===== config.mk =====
export PLATFORM = sky130hd
export DESIGN_NAME = eeprom_controller_flat
export DESIGN_NICKNAME = d
export VERILOG_FILES = /design/src/rtl/eeprom_pkg.sv /design/src/rtl/eeprom_sfr_if.sv /design/src/rtl/eeprom_controller.sv /design/src/flat_wrapper.sv
export SDC_FILE = /design/constraint.sdc
export NUM_CORES = 2
export LEC_CHECK = 0
export BUFFER_PORTS_ARGS = -buffer_cell sky130_fd_sc_hd__buf_2
export CORE_AREA = 2 2 430 432
export DETAILED_ROUTE_END_ITERATION = 10
export DIE_AREA = 0 0 432 434
export SYNTH_ARGS = -nofsm -noshare
export SYNTH_HDL_FRONTEND = slang
export SYNTH_SLANG_ARGS = --single-unit

===== constraint.sdc =====
create_clock -name clk -period 6.7 [get_ports clk]
set_clock_uncertainty 0.05 [all_clocks]
set_input_delay 1.675 -clock clk [delete_from_list [all_inputs] [get_ports clk]]
set_output_delay 1.675 -clock clk [all_outputs]
set_load 0.005 [all_outputs]

===== src/rtl/eeprom_pkg.sv =====
// Shared constants and types for the data EEPROM access controller.
package eeprom_pkg;

  localparam int unsigned ADDR_W      = 8;
  localparam int unsigned DATA_W      = 8;
  localparam int unsigned DEPTH       = 256;

  // Register select codes on the special function register port.
  localparam logic [1:0] SEL_ADDRESS  = 2'h0;
  localparam logic [1:0] SEL_DATA     = 2'h1;
  localparam logic [1:0] SEL_CONTROL  = 2'h2;
  localparam logic [1:0] SEL_UNLOCK   = 2'h3;

  // Control register bit positions.
  localparam int unsigned BIT_RD_STROBE    = 0;
  localparam int unsigned BIT_WR_STROBE    = 1;
  localparam int unsigned BIT_WRITE_PERMIT = 2;
  localparam int unsigned BIT_ABORT_ERROR  = 3;
  localparam int unsigned BIT_DONE_FLAG    = 4;
  localparam int unsigned BIT_CONFIG_SEL   = 6;
  localparam int unsigned BIT_MEMORY_SEL   = 7;

  localparam logic [7:0] UNLOCK_KEY_ONE = 8'h55;
  localparam logic [7:0] UNLOCK_KEY_TWO = 8'haa;
  localparam logic [7:0] REG_RESET      = 8'h00;

  // Write time in microseconds and its cycle count at 100 MHz.
  localparam int unsigned WRITE_TIME_US  = 4000;
  localparam int unsigned CLK_MHZ        = 100;
  localparam int unsigned WRITE_CYCLES   = WRITE_TIME_US * CLK_MHZ;
  localparam int unsigned TIMER_W        = 20;

  typedef enum logic [1:0] {
    UNLOCK_IDLE  = 2'h0,
    UNLOCK_FIRST = 2'h1,
    UNLOCK_ARMED = 2'h3
  } unlock_state_type;

  typedef enum logic [1:0] {
    PROG_IDLE  = 2'h0,
    PROG_ERASE = 2'h1,
    PROG_WRITE = 2'h3
  } prog_state_type;

endpackage


===== src/rtl/eeprom_sfr_if.sv =====
// Special function register port joining core software and the controller.
`timescale 1ns/1ns
interface eeprom_sfr_if;
  logic       wr_en;
  logic       rd_en;
  logic [1:0] sel;
  logic [7:0] wdata;
  logic [7:0] rdata;
  logic       busy;

  modport device (
    input  wr_en,
    input  rd_en,
    input  sel,
    input  wdata,
    output rdata,
    output busy
  );

  modport core (
    output wr_en,
    output rd_en,
    output sel,
    output wdata,
    input  rdata,
    input  busy
  );
endinterface


===== src/rtl/eeprom_controller.sv =====
// Data EEPROM controller: register file, unlock, timed write, byte array.
`timescale 1ns/1ns
module eeprom_controller #(
  parameter int unsigned WRITE_CYCLES = eeprom_pkg::WRITE_CYCLES
) (
  input  wire logic     clk,
  input  wire logic     rst,
  input  wire logic     power_on_reset,
  input  wire logic     master_clear_reset,
  input  wire logic     watchdog_timeout,
  eeprom_sfr_if.device  sfr,
  output logic          write_done_flag,
  output logic          write_busy
);

  localparam logic [19:0] HALF_CYCLES = 20'((WRITE_CYCLES + 1) / 2);

  logic [7:0] mem_q [eeprom_pkg::DEPTH];

  logic [7:0] address_q;
  logic [7:0] data_q;
  logic [7:0] rdata_q;
  logic       memory_sel_q;
  logic       config_sel_q;
  logic       rd_strobe_q;
  logic       wr_strobe_q;
  logic       write_permit_q;
  logic       abort_error_q;
  logic       done_flag_q;
  logic [19:0] timer_q;
  eeprom_pkg::unlock_state_type unlock_q;
  eeprom_pkg::prog_state_type   prog_q;

  wire soft_reset = master_clear_reset | watchdog_timeout;
  wire writing    = (prog_q != eeprom_pkg::PROG_IDLE);

  wire w_addr = sfr.wr_en & (sfr.sel == eeprom_pkg::SEL_ADDRESS);
  wire w_data = sfr.wr_en & (sfr.sel == eeprom_pkg::SEL_DATA);
  wire w_ctrl = sfr.wr_en & (sfr.sel == eeprom_pkg::SEL_CONTROL);
  wire w_unlk = sfr.wr_en & (sfr.sel == eeprom_pkg::SEL_UNLOCK);

  wire req_rd = w_ctrl & sfr.wdata[eeprom_pkg::BIT_RD_STROBE];
  wire req_wr = w_ctrl & sfr.wdata[eeprom_pkg::BIT_WR_STROBE];
  wire data_space = ~sfr.wdata[eeprom_pkg::BIT_MEMORY_SEL]
                  & ~sfr.wdata[eeprom_pkg::BIT_CONFIG_SEL];

  // start checks; permit must already be set.
  wire start_wr = req_wr & ~writing & write_permit_q
                & (unlock_q == eeprom_pkg::UNLOCK_ARMED) & data_space;
  wire start_rd = req_rd & ~writing & data_space;
  wire timer_end = (timer_q == 20'h00001);

  // unlock sequence; any other write disarms it.
  always_ff @(posedge clk or posedge rst) begin
    if (rst) begin
      unlock_q <= eeprom_pkg::UNLOCK_IDLE;
    end else if (w_unlk && sfr.wdata == eeprom_pkg::UNLOCK_KEY_ONE) begin
      unlock_q <= eeprom_pkg::UNLOCK_FIRST;
    end else if (w_unlk && sfr.wdata == eeprom_pkg::UNLOCK_KEY_TWO
                 && unlock_q == eeprom_pkg::UNLOCK_FIRST) begin
      unlock_q <= eeprom_pkg::UNLOCK_ARMED;
    end else if (sfr.wr_en || soft_reset) begin
      unlock_q <= eeprom_pkg::UNLOCK_IDLE;
    end
  end

  // zero on reset; locked while writing; plain storage.
  always_ff @(posedge clk or posedge rst) begin
    if (rst) begin
      address_q <= eeprom_pkg::REG_RESET;
    end else if (soft_reset) begin
      address_q <= eeprom_pkg::REG_RESET;
    end else if (w_addr && !writing) begin
      address_q <= sfr.wdata;
    end
  end

  // data kept until a soft reset, a read or a software write.
  always_ff @(posedge clk or posedge rst) begin
    if (rst) begin
      data_q <= eeprom_pkg::REG_RESET;
    end else if (soft_reset) begin
      data_q <= eeprom_pkg::REG_RESET;
    end else if (start_rd) begin
      data_q <= mem_q[address_q];
    end else if (w_data && !writing) begin
      data_q <= sfr.wdata;
    end
  end

  // permit clears at power-up or by a software write, never by hardware.
  always_ff @(posedge clk or posedge rst) begin
    if (rst) begin
      write_permit_q <= 1'b0;
    end else if (power_on_reset) begin
      write_permit_q <= 1'b0;
    end else if (w_ctrl && !writing) begin
      write_permit_q <= sfr.wdata[eeprom_pkg::BIT_WRITE_PERMIT];
    end
  end

  always_ff @(posedge clk or posedge rst) begin
    if (rst) begin
      memory_sel_q <= 1'b0;
      config_sel_q <= 1'b0;
    end else if (w_ctrl && !writing) begin
      memory_sel_q <= sfr.wdata[eeprom_pkg::BIT_MEMORY_SEL];
      config_sel_q <= sfr.wdata[eeprom_pkg::BIT_CONFIG_SEL];
    end
  end

  // read strobe lasts one cycle, then hardware clears it.
  always_ff @(posedge clk or posedge rst) begin
    if (rst) begin
      rd_strobe_q <= 1'b0;
    end else begin
      rd_strobe_q <= start_rd;
    end
  end

  // abort error on reset mid-write; software may clear it.
  always_ff @(posedge clk or posedge rst) begin
    if (rst) begin
      abort_error_q <= 1'b0;
    end else if (soft_reset && writing) begin
      abort_error_q <= 1'b1;
    end else if (w_ctrl && !writing
                 && !sfr.wdata[eeprom_pkg::BIT_ABORT_ERROR]) begin
      abort_error_q <= 1'b0;
    end
  end

  // done flag is sticky; the set wins over a clear.
  always_ff @(posedge clk or posedge rst) begin
    if (rst) begin
      done_flag_q <= 1'b0;
    end else if (prog_q == eeprom_pkg::PROG_WRITE && timer_end) begin
      done_flag_q <= 1'b1;
    end else if (w_ctrl && !sfr.wdata[eeprom_pkg::BIT_DONE_FLAG]) begin
      done_flag_q <= 1'b0;
    end
  end

  // timed erase then program, halves of the write time.
  always_ff @(posedge clk or posedge rst) begin
    if (rst) begin
      prog_q      <= eeprom_pkg::PROG_IDLE;
      timer_q     <= 20'h00000;
      wr_strobe_q <= 1'b0;
    end else if (soft_reset) begin
      prog_q      <= eeprom_pkg::PROG_IDLE;
      timer_q     <= 20'h00000;
      wr_strobe_q <= 1'b0;
    end else begin
      case (prog_q)
        eeprom_pkg::PROG_IDLE: begin
          if (start_wr) begin
            prog_q      <= eeprom_pkg::PROG_ERASE;
            timer_q     <= HALF_CYCLES;
            wr_strobe_q <= 1'b1;
          end
        end
        eeprom_pkg::PROG_ERASE: begin
          if (timer_end) begin
            prog_q  <= eeprom_pkg::PROG_WRITE;
            timer_q <= HALF_CYCLES;
          end else begin
            timer_q <= timer_q - 20'h00001;
          end
        end
        eeprom_pkg::PROG_WRITE: begin
          if (timer_end) begin
            prog_q      <= eeprom_pkg::PROG_IDLE;
            wr_strobe_q <= 1'b0;
          end else begin
            timer_q <= timer_q - 20'h00001;
          end
        end
        default: begin
          prog_q <= eeprom_pkg::PROG_IDLE;
        end
      endcase
    end
  end

  // erase leaves ones, then the new byte is programmed.
  always_ff @(posedge clk) begin
    if (prog_q == eeprom_pkg::PROG_ERASE && timer_end && !soft_reset) begin
      mem_q[address_q] <= 8'hff;
    end else if (prog_q == eeprom_pkg::PROG_WRITE && timer_end
                 && !soft_reset) begin
      mem_q[address_q] <= data_q;
    end
  end

  wire [7:0] control_view = {memory_sel_q, config_sel_q, 1'b0, done_flag_q,
                             abort_error_q, write_permit_q, wr_strobe_q,
                             rd_strobe_q};

  wire [7:0] read_mux = (sfr.sel == eeprom_pkg::SEL_ADDRESS) ? address_q :
                        (sfr.sel == eeprom_pkg::SEL_DATA)    ? data_q :
                        (sfr.sel == eeprom_pkg::SEL_CONTROL) ? control_view :
                                                              8'h00;

  // Read data is registered so the core sees a stable byte next cycle.
  always_ff @(posedge clk or posedge rst) begin
    if (rst) begin
      rdata_q <= 8'h00;
    end else if (sfr.rd_en) begin
      rdata_q <= read_mux;
    end
  end

  assign sfr.rdata       = rdata_q;
  assign sfr.busy        = writing;
  assign write_done_flag = done_flag_q;
  assign write_busy      = writing;

endmodule // eeprom_controller


===== src/flat_wrapper.sv =====
// flat-port wrapper written by rule: the top's interface ports become plain ports
module eeprom_controller_flat 
#(
  parameter int unsigned WRITE_CYCLES = eeprom_pkg::WRITE_CYCLES
)
  (clk, rst, power_on_reset, master_clear_reset, watchdog_timeout, write_done_flag, write_busy, sfr_wr_en, sfr_rd_en, sfr_sel, sfr_wdata, sfr_rdata, sfr_busy);
  eeprom_sfr_if sfr_i ();
  input  wire logic clk;
  input  wire logic rst;
  input  wire logic power_on_reset;
  input  wire logic master_clear_reset;
  input  wire logic watchdog_timeout;
  output logic write_done_flag;
  output logic write_busy;
  input wire logic [$bits(sfr_i.wr_en)-1:0] sfr_wr_en;
  input wire logic [$bits(sfr_i.rd_en)-1:0] sfr_rd_en;
  input wire logic [$bits(sfr_i.sel)-1:0] sfr_sel;
  input wire logic [$bits(sfr_i.wdata)-1:0] sfr_wdata;
  output wire logic [$bits(sfr_i.rdata)-1:0] sfr_rdata;
  output wire logic [$bits(sfr_i.busy)-1:0] sfr_busy;
  assign sfr_i.wr_en = sfr_wr_en;
  assign sfr_i.rd_en = sfr_rd_en;
  assign sfr_i.sel = sfr_sel;
  assign sfr_i.wdata = sfr_wdata;
  assign sfr_rdata = sfr_i.rdata;
  assign sfr_busy = sfr_i.busy;
  eeprom_controller #(.WRITE_CYCLES(WRITE_CYCLES)) u_core (.clk(clk), .rst(rst), .power_on_reset(power_on_reset), .master_clear_reset(master_clear_reset), .watchdog_timeout(watchdog_timeout), .sfr(sfr_i), .write_done_flag(write_done_flag), .write_busy(write_busy));
endmodule

==> run summary <==
Status = complete, no violations
Drt drc = 0
Vias in the first global route = 39600
Critical path's largest stage delay = 0.91 ns
Top cells by count, synth = 2048 x edfxtp_1, 580 x mux4_2, 302 x nor2_1
Clock sink count = 2103
Clock slew at reported path FFs = 0.07 ns
DRT antenna net count = 0
Worst min path class = reg -> reg
# nets final = 3930
Post-CTS resize count = 0
Setup TNS = 0 ns
GRT Util Overall = 22.8%
Slew headroom = 8.28%
Synth async-reset ratio = 2.62%
Critical Path RT = 7.36 ns
Largest area contributor in the netlist = edfxtp_1
Critical path class = reg -> reg
Synth Register Bits = 2103
Post-CTS Hold Buffers = 0
CTS H-tree lvls = 4
Most frequent CP cell = mux4_2
Crit-path slowest cell = dfrtp_4
Fmax = 219 MHz
Register area = 62900 um2
Max-cap violations = 0
# rows = 157
Initial antenna violation count = 15
WL per Instance = 32.8 um
R2R setup slack = 2.13 ns
Final wirelength = 212000 um
Startpoint types = flip-flop
First-pass GRT wire length = 303000 um
Netlist cell types = 59
Slew @ Worst Pin = 1.37 ns
Net Count, Synth = 3837
Post-synth EDFFs = 2048
Synth top area cells = edfxtp_1 75%, mux4_2 16%, dfrtp_1 1.7%, nor2_1 1.4%, a22oi_1 1.2%
CP max FO = 60
Die area = 187000 um2
DIE HEIGHT = 434 um
Mapped cell area = 81800 um2
Sequential area share after synthesis = 76.8%
Cells after synthesis = 3814
Count leader, synth = edfxtp_1
Area Overhead vs Synth = 11.8%
WP data arrival = 5.23 ns
Share of the synthesized area in the top cell type = 75.1%
Syn Area/Cell = 21.5 um2
Cell Chain, Critical Path = buf_12, buf_4, mux4_2, mux4_2, inv_1, o22ai_1, nor4_1, a41oi_1
Clk_lat worst skew = 0.87 ns
CTS buffer count = 205
Grt total ovfl = 0
CTS tree = done
Static leakage = 33.4 nW
Fin Hold WS = 0.437 ns
Layout cells sized above 1 = 25.3%
First-pass DRT Iterations = 6
Fillcell total = 14200
Vias = 39800
Slew Viols, Final = 0
Port Buffers = 27
Vias/cell = 6.15
Starting Density = 44.8%
Final setup fails = 0
Synth warn = 0
Tcrit/Tclk final = 68.2%
Final Hold Viols = 0
RSZ-0062 raised after global routing = no
CTS Buffer Depth = 3
Setup bufs post-CTS = 0
GP Congestion = 0.872
Area of the multi-input gates = 17900 um2
DR iter-0 viols = 4925
Die extent in x = 432 um
IR Drop Worst-Case VDD = 0.257 mV
Element type at the critical path end = flip-flop
HPWL after DPL = 126000 um
Crit path buffers/inverters = 3
Core area = 182000 um2
Ports = 28
Tmin final = 4.57 ns
Largest net degree at the start of global routing = 175
Top delay family on crit path = buffers and inverters
Post-synth top flop = edfxtp_1
Power Density = 282 nW/um2
Root buffer cell = clkbuf_16
final timing paths:
check,cells past startpoint,to,start
min,1,u_core.timer_q[18]$_DFFE_PP0P_,u_core.timer_q[18]$_DFFE_PP0P_
max in group asynchronous,3,u_core.address_q[2]$_DFFE_PP0P_,rst
min in group asynchronous,3,u_core.timer_q[18]$_DFFE_PP0P_,rst
max reg2reg,8,u_core.data_q[2]$_DFFE_PP0P_,u_core.address_q[0]$_DFFE_PP0P_
max,8,u_core.data_q[2]$_DFFE_PP0P_,u_core.address_q[0]$_DFFE_PP0P_
min reg2reg,1,u_core.timer_q[18]$_DFFE_PP0P_,u_core.timer_q[18]$_DFFE_PP0P_
report_power, final:
part	leakage [nW]	switching (mW)	internal [mW]
clock network	3.23	4.95	6.40
logic	5.12	0.129	0.0735
registers	25.0	0.0212	14.2
sequential cells by signal (all words and copies together), names as in the netlist, 2 cells and up:
register,count
u_core.sfr.rdata,8
u_core.mem_q,2048
u_core.address_q,8
u_core.unlock_q,2
u_core.data_q,8
u_core.timer_q,20
u_core.prog_q,2
area by class of cell:
| type | instances | area share [%] |
|---|---|---|
| clock inverters | 118 | 1.31 |
| clock buffers | 259 | 5.92 |
| inverters | 18 | 0.0738 |
| diodes | 7 | 0.0191 |
| flip-flops and latches | 2103 | 68.7 |
| well taps | 2385 | 3.26 |
| multi-input cells | 1465 | 19.6 |
| repair buffers | 114 | 1.11 |
routing by layer:
layer,track usage [%],part of all wire (%)
met1,33.0,41
met2,35.0,47
met3,4.41,8.2
met4,7.87,3.3
met5,0,0.021
through the flow:
| stage | setup WS (ns) | power [mW] | area (um2) | cells | util (%) |
|---|---|---|---|---|---|
| finish | 2.13 | 25.8 | 91500 | 6469 | 50.2 |
| global route | 1.82 | 26.5 | 91500 | 6467 | 50.2 |
| CTS | 2.07 | 26.0 | 91500 | 6461 | 50.1 |
| detailed placement | 1.72 | 14.7 | 84900 | 6084 | 46.5 |
| global placement | 1.81 | 14.7 | 84900 | 6084 | 46.5 |
| floorplan | 0.445 | 14.6 | 81800 | 3814 | - |
placed cells by master (no fill, tap or decap), types with 29 or more instances in the layout:
master	n
clkbuf_1	48
clkinv_2	42
clkinv_1	40
nand2_1	109
o21ai_0	29
clkbuf_16	207
a22oi_1	131
mux4_2	580
a21oi_1	58
buf_4	68
edfxtp_1	2048
dfrtp_1	51
nor2b_1	32
nor2_1	301
kinds of logic (layout without fill, tap and decap cells):
logic type                 Yosys count  in the layout  share of synthesized area [%]
AOI/OAI and AO/OA                  277            277                           2.29
and+or+nand+nor                    573            573                           3.08
other                                0              7                              0
muxes                              609            609                           16.3
buffers and inverters              246            509                           1.40
DFF                               2103           2103                           76.8
adders and majority gates            6              6                         0.0917
Power figures use the tool's default switching activity.
